## config.mk

```make
export PLATFORM = sky130hd
export DESIGN_NAME = dsr_signature_bank
export DESIGN_NICKNAME = d
export VERILOG_FILES = /design/src/dsr_pkg.sv /design/src/dsr_info_rom.sv /design/src/dsr_signature_bank.sv
export SDC_FILE = /design/constraint.sdc
export NUM_CORES = 1
export LEC_CHECK = 0
export BUFFER_PORTS_ARGS = -buffer_cell sky130_fd_sc_hd__buf_2
export CAP_MARGIN = 20
export CORE_MARGIN = 2
export CORE_UTILIZATION = 48
export DETAILED_ROUTE_END_ITERATION = 6
export PLACE_DENSITY = 0.87
export RECOVER_POWER = 50
export SLEW_MARGIN = 40
export SYNTH_ARGS = -nofsm -noshare
export SYNTH_HDL_FRONTEND = slang
export SYNTH_HIERARCHICAL = 1
export SYNTH_SLANG_ARGS = --single-unit
```

## constraint.sdc

```tcl
create_clock -name aclk -period 7.31 [get_ports aclk]
set_clock_uncertainty 0.05 [all_clocks]
set_input_delay 0.731 -clock aclk [delete_from_list [all_inputs] [get_ports aclk]]
set_output_delay 0.731 -clock aclk [all_outputs]
set_load 0.02 [all_outputs]
```

## src/dsr_pkg.sv

```systemverilog
// shared constants, types and carriers of the device signature bank
// assumes one 100 MHz bus clock and an AXI4-Lite master outside
package dsr_pkg;

    // ****************************************
    // register byte addresses
    // ****************************************
    localparam logic [31:0] MEM_SIZE_ADDR = 32'h1FFF_F7E0;
    localparam logic [31:0] UID_WORD0_ADDR = 32'h1FFF_F7E8;
    localparam logic [31:0] UID_WORD1_ADDR = 32'h1FFF_F7EC;
    localparam logic [31:0] UID_WORD2_ADDR = 32'h1FFF_F7F0;

    // ****************************************
    // field layout
    // ****************************************
    localparam int WORD_W = 32;
    localparam int FIELD_W = 16;
    localparam int SRAM_LSB = 16;
    localparam int FLASH_LSB = 0;
    localparam int UID_W = 96;
    localparam int ROM_DEPTH = 4;

    // ****************************************
    // word indices inside the information block
    // ****************************************
    localparam logic [1:0] IDX_SIZE = 2'h0;
    localparam logic [1:0] IDX_UID0 = 2'h1;
    localparam logic [1:0] IDX_UID1 = 2'h2;
    localparam logic [1:0] IDX_UID2 = 2'h3;

    // ****************************************
    // response codes and reset values
    // ****************************************
    localparam logic [1:0] RESP_OKAY = 2'h0;
    localparam logic [1:0] RESP_SLVERR = 2'h2;
    localparam logic [31:0] RDATA_RST = 32'h0000_0000;
    localparam logic [15:0] DEF_SRAM_KB = 16'h0008;
    localparam logic [15:0] DEF_FLASH_KB = 16'h0020;
    // arbitrary neutral identifier
    localparam logic [95:0] DEF_UID = 96'h0123_4567_89AB_CDEF_0F1E_2D3C;

    // ****************************************
    // state encodings
    // ****************************************
    typedef enum logic [1:0] {RD_IDLE = 2'b00, RD_LOOK = 2'b01, RD_RESP = 2'b10} dsr_rd_state_t;
    typedef enum logic [0:0] {WR_IDLE = 1'b0, WR_RESP = 1'b1} dsr_wr_state_t;

    // ****************************************
    // carriers and state records
    // ****************************************
    typedef struct packed {
        logic en;
        logic [1:0] idx;
    } dsr_rom_req_t;

    typedef struct packed {
        logic [31:0] data;
    } dsr_rom_state_t;

    typedef struct packed {
        dsr_rd_state_t rd_state;
        logic arready;
        logic rvalid;
        logic [31:0] rdata;
        logic [1:0] rresp;
        logic rd_hit;
        logic [1:0] rd_idx;
        dsr_wr_state_t wr_state;
        logic awready;
        logic wready;
        logic aw_done;
        logic w_done;
        logic bvalid;
        logic [1:0] bresp;
    } dsr_top_state_t;

endpackage

```

## src/dsr_info_rom.sv

```systemverilog
// factory-fixed information block words with a registered read port
// assumes the caller holds the index only in the cycle of the request
module dsr_info_rom #(
    parameter logic [15:0] SRAM_KB = dsr_pkg::DEF_SRAM_KB,
    parameter logic [15:0] FLASH_KB = dsr_pkg::DEF_FLASH_KB,
    parameter logic [95:0] UID = dsr_pkg::DEF_UID
) (
    // clock and reset
    input wire logic aclk,
    input wire logic aresetn,
    // read port
    input dsr_pkg::dsr_rom_req_t req,
    output logic [31:0] data
);

    // ****************************************
    // contents, fixed at build time
    // ****************************************
    localparam logic [31:0] WORDS [dsr_pkg::ROM_DEPTH] = '{
        {SRAM_KB, FLASH_KB},
        UID[31:0],
        UID[63:32],
        UID[95:64]
    };

    dsr_pkg::dsr_rom_state_t s_q;
    dsr_pkg::dsr_rom_state_t s_d;

    // ****************************************
    // read path
    // ****************************************
    always_comb
    begin
        s_d = s_q;
        if (req.en)
        begin
            s_d.data = WORDS[req.idx];
        end
    end

    always_ff @(posedge aclk)
    begin
        if (!aresetn)
        begin
            s_q <= '0;
        end
        else
        begin
            s_q <= s_d;
        end
    end

    assign data = s_q.data;

endmodule

```

## src/dsr_signature_bank.sv

```systemverilog
// read-only device signature bank behind an AXI4-Lite slave port
// assumes a synchronous active-low reset and word-sized reads from software
//
// Overview of operation
// - bank reports memory sizes and a 96-bit identifier unique to each part.
// - every word is read out of the flash information block store.
// - each word is fixed at manufacture; no access can change it.
// - memory size word sits at its fixed address: SRAM high, flash low.
// - bits 31:16 of the size word give SRAM size in kilobytes.
// - bits 15:0 of the size word give flash size in kilobytes.
// - first identifier word returns identifier bits 31:0.
// - second identifier word returns identifier bits 63:32.
// - third identifier word, after the second, returns bits 95:64.
module dsr_signature_bank #(
    parameter logic [15:0] SRAM_KB = dsr_pkg::DEF_SRAM_KB,
    parameter logic [15:0] FLASH_KB = dsr_pkg::DEF_FLASH_KB,
    parameter logic [95:0] UID = dsr_pkg::DEF_UID
) (
    // clock and reset
    input wire logic aclk,
    input wire logic aresetn,
    // write address channel
    input wire logic [31:0] awaddr,
    input wire logic [2:0] awprot,
    input wire logic awvalid,
    output logic awready,
    // write data channel
    input wire logic [31:0] wdata,
    input wire logic [3:0] wstrb,
    input wire logic wvalid,
    output logic wready,
    // write response channel
    output logic [1:0] bresp,
    output logic bvalid,
    input wire logic bready,
    // read address channel
    input wire logic [31:0] araddr,
    input wire logic [2:0] arprot,
    input wire logic arvalid,
    output logic arready,
    // read data channel
    output logic [31:0] rdata,
    output logic [1:0] rresp,
    output logic rvalid,
    input wire logic rready
);

    dsr_pkg::dsr_top_state_t s_q;
    dsr_pkg::dsr_top_state_t s_d;
    dsr_pkg::dsr_rom_req_t rom_req;
    logic [31:0] rom_data;
    logic ar_take;
    logic dec_hit;
    logic [1:0] dec_idx;

    // ****************************************
    // address decode
    // ****************************************
    // low address bits are dropped: only whole words are served
    always_comb
    begin
        dec_hit = 1'b1;
        dec_idx = dsr_pkg::IDX_SIZE;
        unique case (araddr[31:2])
            dsr_pkg::MEM_SIZE_ADDR[31:2]: dec_idx = dsr_pkg::IDX_SIZE;
            dsr_pkg::UID_WORD0_ADDR[31:2]: dec_idx = dsr_pkg::IDX_UID0;
            dsr_pkg::UID_WORD1_ADDR[31:2]: dec_idx = dsr_pkg::IDX_UID1;
            dsr_pkg::UID_WORD2_ADDR[31:2]: dec_idx = dsr_pkg::IDX_UID2;
            default: dec_hit = 1'b0;
        endcase
    end

    assign ar_take = arvalid && s_q.arready;

    // ****************************************
    // information block store
    // ****************************************
    // words come from the fixed store, never from writable flops
    dsr_info_rom #(
        .SRAM_KB(SRAM_KB),
        .FLASH_KB(FLASH_KB),
        .UID(UID)
    ) u_info_rom (
        .aclk(aclk),
        .aresetn(aresetn),
        .req(rom_req),
        .data(rom_data)
    );

    // ****************************************
    // next-state logic
    // ****************************************
    always_comb
    begin
        s_d = s_q;
        rom_req = '0;
        // read side
        unique case (s_q.rd_state)
            dsr_pkg::RD_IDLE:
            begin
                s_d.arready = 1'b1;
                if (ar_take)
                begin
                    s_d.arready = 1'b0;
                    s_d.rd_hit = dec_hit;
                    s_d.rd_idx = dec_idx;
                    rom_req.en = dec_hit;
                    rom_req.idx = dec_idx;
                    s_d.rd_state = dsr_pkg::RD_LOOK;
                end
            end
            dsr_pkg::RD_LOOK:
            begin
                s_d.rvalid = 1'b1;
                // size word and identifier words pass whole
                s_d.rdata = s_q.rd_hit ? rom_data : dsr_pkg::RDATA_RST;
                s_d.rresp = s_q.rd_hit ? dsr_pkg::RESP_OKAY : dsr_pkg::RESP_SLVERR;
                s_d.rd_state = dsr_pkg::RD_RESP;
            end
            dsr_pkg::RD_RESP:
            begin
                if (rready)
                begin
                    s_d.rvalid = 1'b0;
                    s_d.rd_state = dsr_pkg::RD_IDLE;
                end
            end
            default:
            begin
                s_d.rvalid = 1'b0;
                s_d.arready = 1'b0;
                s_d.rd_state = dsr_pkg::RD_IDLE;
            end
        endcase
        // write side: data is taken and dropped
        unique case (s_q.wr_state)
            dsr_pkg::WR_IDLE:
            begin
                s_d.aw_done = s_q.aw_done || (awvalid && s_q.awready);
                s_d.w_done = s_q.w_done || (wvalid && s_q.wready);
                if (s_d.aw_done && s_d.w_done)
                begin
                    s_d.awready = 1'b0;
                    s_d.wready = 1'b0;
                    s_d.aw_done = 1'b0;
                    s_d.w_done = 1'b0;
                    s_d.bvalid = 1'b1;
                    s_d.bresp = dsr_pkg::RESP_SLVERR;
                    s_d.wr_state = dsr_pkg::WR_RESP;
                end
                else
                begin
                    s_d.awready = !s_d.aw_done;
                    s_d.wready = !s_d.w_done;
                end
            end
            dsr_pkg::WR_RESP:
            begin
                if (bready)
                begin
                    s_d.bvalid = 1'b0;
                    s_d.wr_state = dsr_pkg::WR_IDLE;
                end
            end
        endcase
    end

    // ****************************************
    // state register
    // ****************************************
    always_ff @(posedge aclk)
    begin
        if (!aresetn)
        begin
            s_q <= '0;
            s_q.rd_state <= dsr_pkg::RD_IDLE;
            s_q.wr_state <= dsr_pkg::WR_IDLE;
            s_q.rdata <= dsr_pkg::RDATA_RST;
            s_q.rresp <= dsr_pkg::RESP_OKAY;
            s_q.bresp <= dsr_pkg::RESP_OKAY;
        end
        else
        begin
            s_q <= s_d;
        end
    end

    // ****************************************
    // outputs
    // ****************************************
    assign awready = s_q.awready;
    assign wready = s_q.wready;
    assign bvalid = s_q.bvalid;
    assign bresp = s_q.bresp;
    assign arready = s_q.arready;
    assign rvalid = s_q.rvalid;
    assign rdata = s_q.rdata;
    assign rresp = s_q.rresp;
endmodule

```

# == After elaboration in Yosys (flattened, before gate mapping) ==
# Cells that the tools add are included.
# W data, S select, Z words.
# word_totals
reg_bits,78
input_bits,113
output_inout_bits,41
elab_cells,66
# op_classes
n_lt_le_gt_ge,1
eq_ne,10
muxes,22
bitwise_logic,3
n_reduce_logical,16
# op_table
op,count
$eq A30 B27 Y1 const B,4
$mux W32,3
$bmux W32 S2,1
$pmux W2 S3,2
$reduce_and A2 Y1,5
$mux W3,3
$ne A2 B2 Y1 const B,4
$mux W2,3
$pmux W1 S2,3
$mux W1,5
$mux W5,1
$logic_and A1 B1 Y1,4
$reduce_or A4 Y1,1
$ge A3 B3 Y1 const B,1
$not A2 Y3,1
$pmux W1 S3,1
$eq A2 B1 Y1 const B,1
$eq A2 B2 Y1 const B,1
$logic_not A1 Y1,2
$logic_not A2 Y1,1
$logic_or A1 B1 Y1,2
$not A1 Y1,2
$reduce_or A2 Y1,1

# == Logic depth before layout (Yosys ltp) ==
# logic_depth
ltp_word,9
mapped_depth,9
ltp_nobuf,9

# == Hierarchy ==
# Netlist, hierarchy kept.
# by_module_without_submodules
module,instances,cells_each,area_each_um2,seq_area_each_um2
dsr_signature_bank,1,251,2102.0,900.9
dsr_info_rom,1,53,500.5,140.1

# == Worst setup path before layout ==
# Ideal clock, no wire load.
# synth_timing
path_kind,input to register
startpoint,in araddr[29]
endpoint,reg u_info_rom.s_q (netlist bit u_info_rom/data[27])
setup_time_ns,0.116
arrival_ns,2.497
required_time_ns,7.144
path_slack_ns,4.647
cell_stages,7
n_path_buf,0
path_cell_list,or3b_1 -> or4_4 -> nor4_1 -> inv_1 -> ha_1 -> mux2i_1 -> nor2b_1
# synth_lines
item,line,source
"start, declared",dsr_signature_bank.sv:37,"input wire logic [31:0] araddr,"
"end signal, assigned",dsr_info_rom.sv:45,s_q <= '0;
"end signal, assigned",dsr_info_rom.sv:49,s_q <= s_d;
"end, declared",dsr_info_rom.sv:26,dsr_pkg::dsr_rom_state_t s_q;

==> impl_metrics.ini <==
[outcome]
outcome = finished, final reports clean

[routing]
postRouteAntennaNets = 0
firstDrtPassIters = 4
drc = 0
wl_per_cell_um = 12.3
wl_mm = 4.81
routed_via_density = 4.88
drtIter0Drc = 74
vias = 1914

[final_layout]
insertedDiodeCount = 0
area_delta_synth_final_pct = 1.68
final_cells = 392
final_layout_size_suffix_gt1_share_pct = 18.6
final_nets = 441
final_core_util_pct = 51.2

[timing]
worst_slew_pin_slew_ns = 1.25
whs_ns = 0.411
timing.final.ws_setup_ns = 4.58
post-route-period-util_pct = 37.3
setup_viol = 0
hold_viol_final = 0
fin_tns_setup_ns = 0
timing.final.crit_period_ns = 2.73
rsz0062_at_grt = false
drv_slew = 0
max_freq_ghz = 0.366
slew_headroom_pct = 16.7

[floorplan]
num_rows = 26
initial_core_util_pct = 50.3
die_area_mm2 = 0.00603
die_y_um = 77.6
io_pins = 154
die_w_um = 77.6
core_mm2 = 0.00517

[logic_synthesis]
synth_edf_count = 0
yosysTopAreaCell = dfxtp_1
ys_seq_elements = 52
netlist.area_leader.share_pct = 40.0
synth_area_per_cell_um2 = 8.56
synth_ff_type = dfxtp_1
syn_inst = 304
syn_area_mm2 = 0.00260
async_flop_share_pct = 0
ys_types = 35
ys_warn_count = 6
synth-seq-area-share_pct = 40.0
yosys-top-cells-area = dfxtp_1, buf_4, nor2b_1

[clock_network]
post_cts_resized = 0
cts-root-buf = clkbuf_8
post_cts_buffers = 0
cts_tree = built
hold_buffers = 0
clockBufferDepth = 2
numClockSinks = 52
clock_latency_ns = 0.29
htreeDepth = 2
cts_buffers = 5
clkSlewWorstSetupHoldPaths_ns = 0.09

[grt]
grt-ovfl-total = 0
grt_pass1_wl_mm = 7.95
grt_usage_pct = 16.1
grt_max_degree = 36
grt_pass1_vias = 1786
antenna_found_initial = 0

[placement]
hpwl_mm = 3.33
place_ws_ns = 4.26
placedCellCount = 384
port_buffers = 75
gp_congestion = 0.726

[flow_run]
maxCapViolCount = 0

[setup_path]
reg2reg_slack_ns = 4.62
cp-startpoint = araddr[30]
crit_arrival_ns = 2.88
cp-start-kind = primary input
rr_startpoint = s_q[47]
end_kind = register
cp_slowest_cell = or4_1
path_delay_family = simple AND/OR/NAND/NOR gates
crit_path_max_fanout = 4
cp.depth = 8
endpoint = u_info_rom/data[27]
critical-path-max-stage-delay_ns = 0.63
critical_path.cell_chain = buf_2 -> nand4b_1 -> or4_1 -> nor4_1 -> inv_1 -> ha_1 -> mux2i_1 -> nor2b_1
path_class = in2reg
cp_num_buf_inv = 2
reg2reg_depth = 9
rr_endpoint = u_info_rom/data[27]
cp.required_ns = 7.46

[hold_path]
hp-class = reg2reg

[power]
ir_drop_mv = 0.163
leakage_nw = 1.12
power.density_mw_per_mm2 = 193
worst reg2reg max path, stage by stage (launching register included):
cell	delay (ns)
dfxtp_1	0.32
inv_1	0.10
ha_1	0.24
nand3_1	0.12
or4_4	0.53
nor4_1	0.56
inv_1	0.15
ha_1	0.32
mux2i_1	0.14
nor2b_1	0.06
sequential cells by signal (all words and copies together) (netlist names):
signal / count
arready: 1
u_info_rom/data: 7
rresp: 1
rvalid: 1
bresp: 1
bvalid: 1
rdata: 32
wready: 1
awready: 1
s_q: 6
power breakdown:
group	internal, mW	leakage [nW]	total, mW	switching, mW
Sequential	0.290	0.420	0.295	0.00504
Clock	0.0683	0.0414	0.161	0.0928
Combinational	0.0210	0.660	0.0558	0.0347
Total	0.379	1.12	0.512	0.133
layer usage:
layer	vias up	global-route usage, %	part of all wire, %	wire length [um]
met1	897	19.2	45	2160
met3	0	3.95	5.7	272
met5	-	0	0	0
li1	961	-	-	-
met2	56	29.4	49	2380
met4	0	2.68	0	0
kinds of logic (layout without fill, tap and decap cells):
logic type,Yosys count,in the layout,share of synthesized area [%]
adder cells (fa/ha/maj),7,7,3.37
flip-flops,52,52,40.0
AO/OA/AOI/OAI,54,54,12.1
AND/OR/NAND/NOR,102,102,20.9
multiplexers,6,6,2.31
other,2,8,0.289
buffers and inverters,80,92,20.7
XOR/XNOR,1,1,0.337
layout make-up:
class,instances,area (um2)
well taps,70,87.6
flip-flops and latches,52,1040
inverters,7,26.3
fillers,509,2530
clock inverters,2,16.3
multi-input cells,178,1050
repair buffers,77,352
clock buffers,6,72.6
cell usage after synthesis (2+ instances only):
cell type,number
conb_1,2
nand2_1,3
buf_4,61
o211a_1,2
inv_1,7
o21a_1,6
a21oi_1,38
clkbuf_1,8
nand4_1,4
nand4b_1,2
nor3_1,4
nand3_1,3
o21ai_0,3
nor2_1,39
dfxtp_1,52
mux2i_1,6
a21boi_0,2
buf_2,2
nor2b_1,38
ha_1,7
stage by stage:
stage          total power, mW  instance area [um2]
2_1_floorplan            0.340                 2630
3_3_place_gp             0.355                 2590
3_5_place_dp             0.357                 2600
4_1_cts                  0.518                 2690
5_1_grt                  0.534                 2650
6_report                 0.512                 2650
how the worst min path moves through the flow:
stage / slack [ns] / start / cells after the start / to
floorplan: 0.38 / u_info_rom/data[5] / 1 / u_info_rom/data[5]
global placement: 0.39 / u_info_rom/data[5] / 1 / u_info_rom/data[5]
detailed placement: 0.40 / u_info_rom/data[5] / 1 / u_info_rom/data[5]
CTS: 0.42 / u_info_rom/data[5] / 1 / u_info_rom/data[5]
global route: 0.46 / bresp[1] / 1 / bresp[1]
finish: 0.41 / u_info_rom/data[5] / 1 / u_info_rom/data[5]
layout by cell type (no fill, tap or decap), types with 2 or more instances in the layout:
master	Yosys	routed
conb_1	2	8
o21ai_0	3	3
mux2i_1	6	6
inv_1	7	7
a21boi_0	2	2
nor3_1	4	3
o21a_1	6	6
dfxtp_1	52	52
nand4b_1	2	2
nand3_1	3	3
a21oi_1	38	38
nor2_1	39	39
ha_1	7	7
o211a_1	2	2
nand4_1	4	4
buf_2	2	47
nand2_1	3	3
clkbuf_1	8	30
nor2b_1	38	38
clkbuf_8	0	5
(Power assumes the default switching activity.)
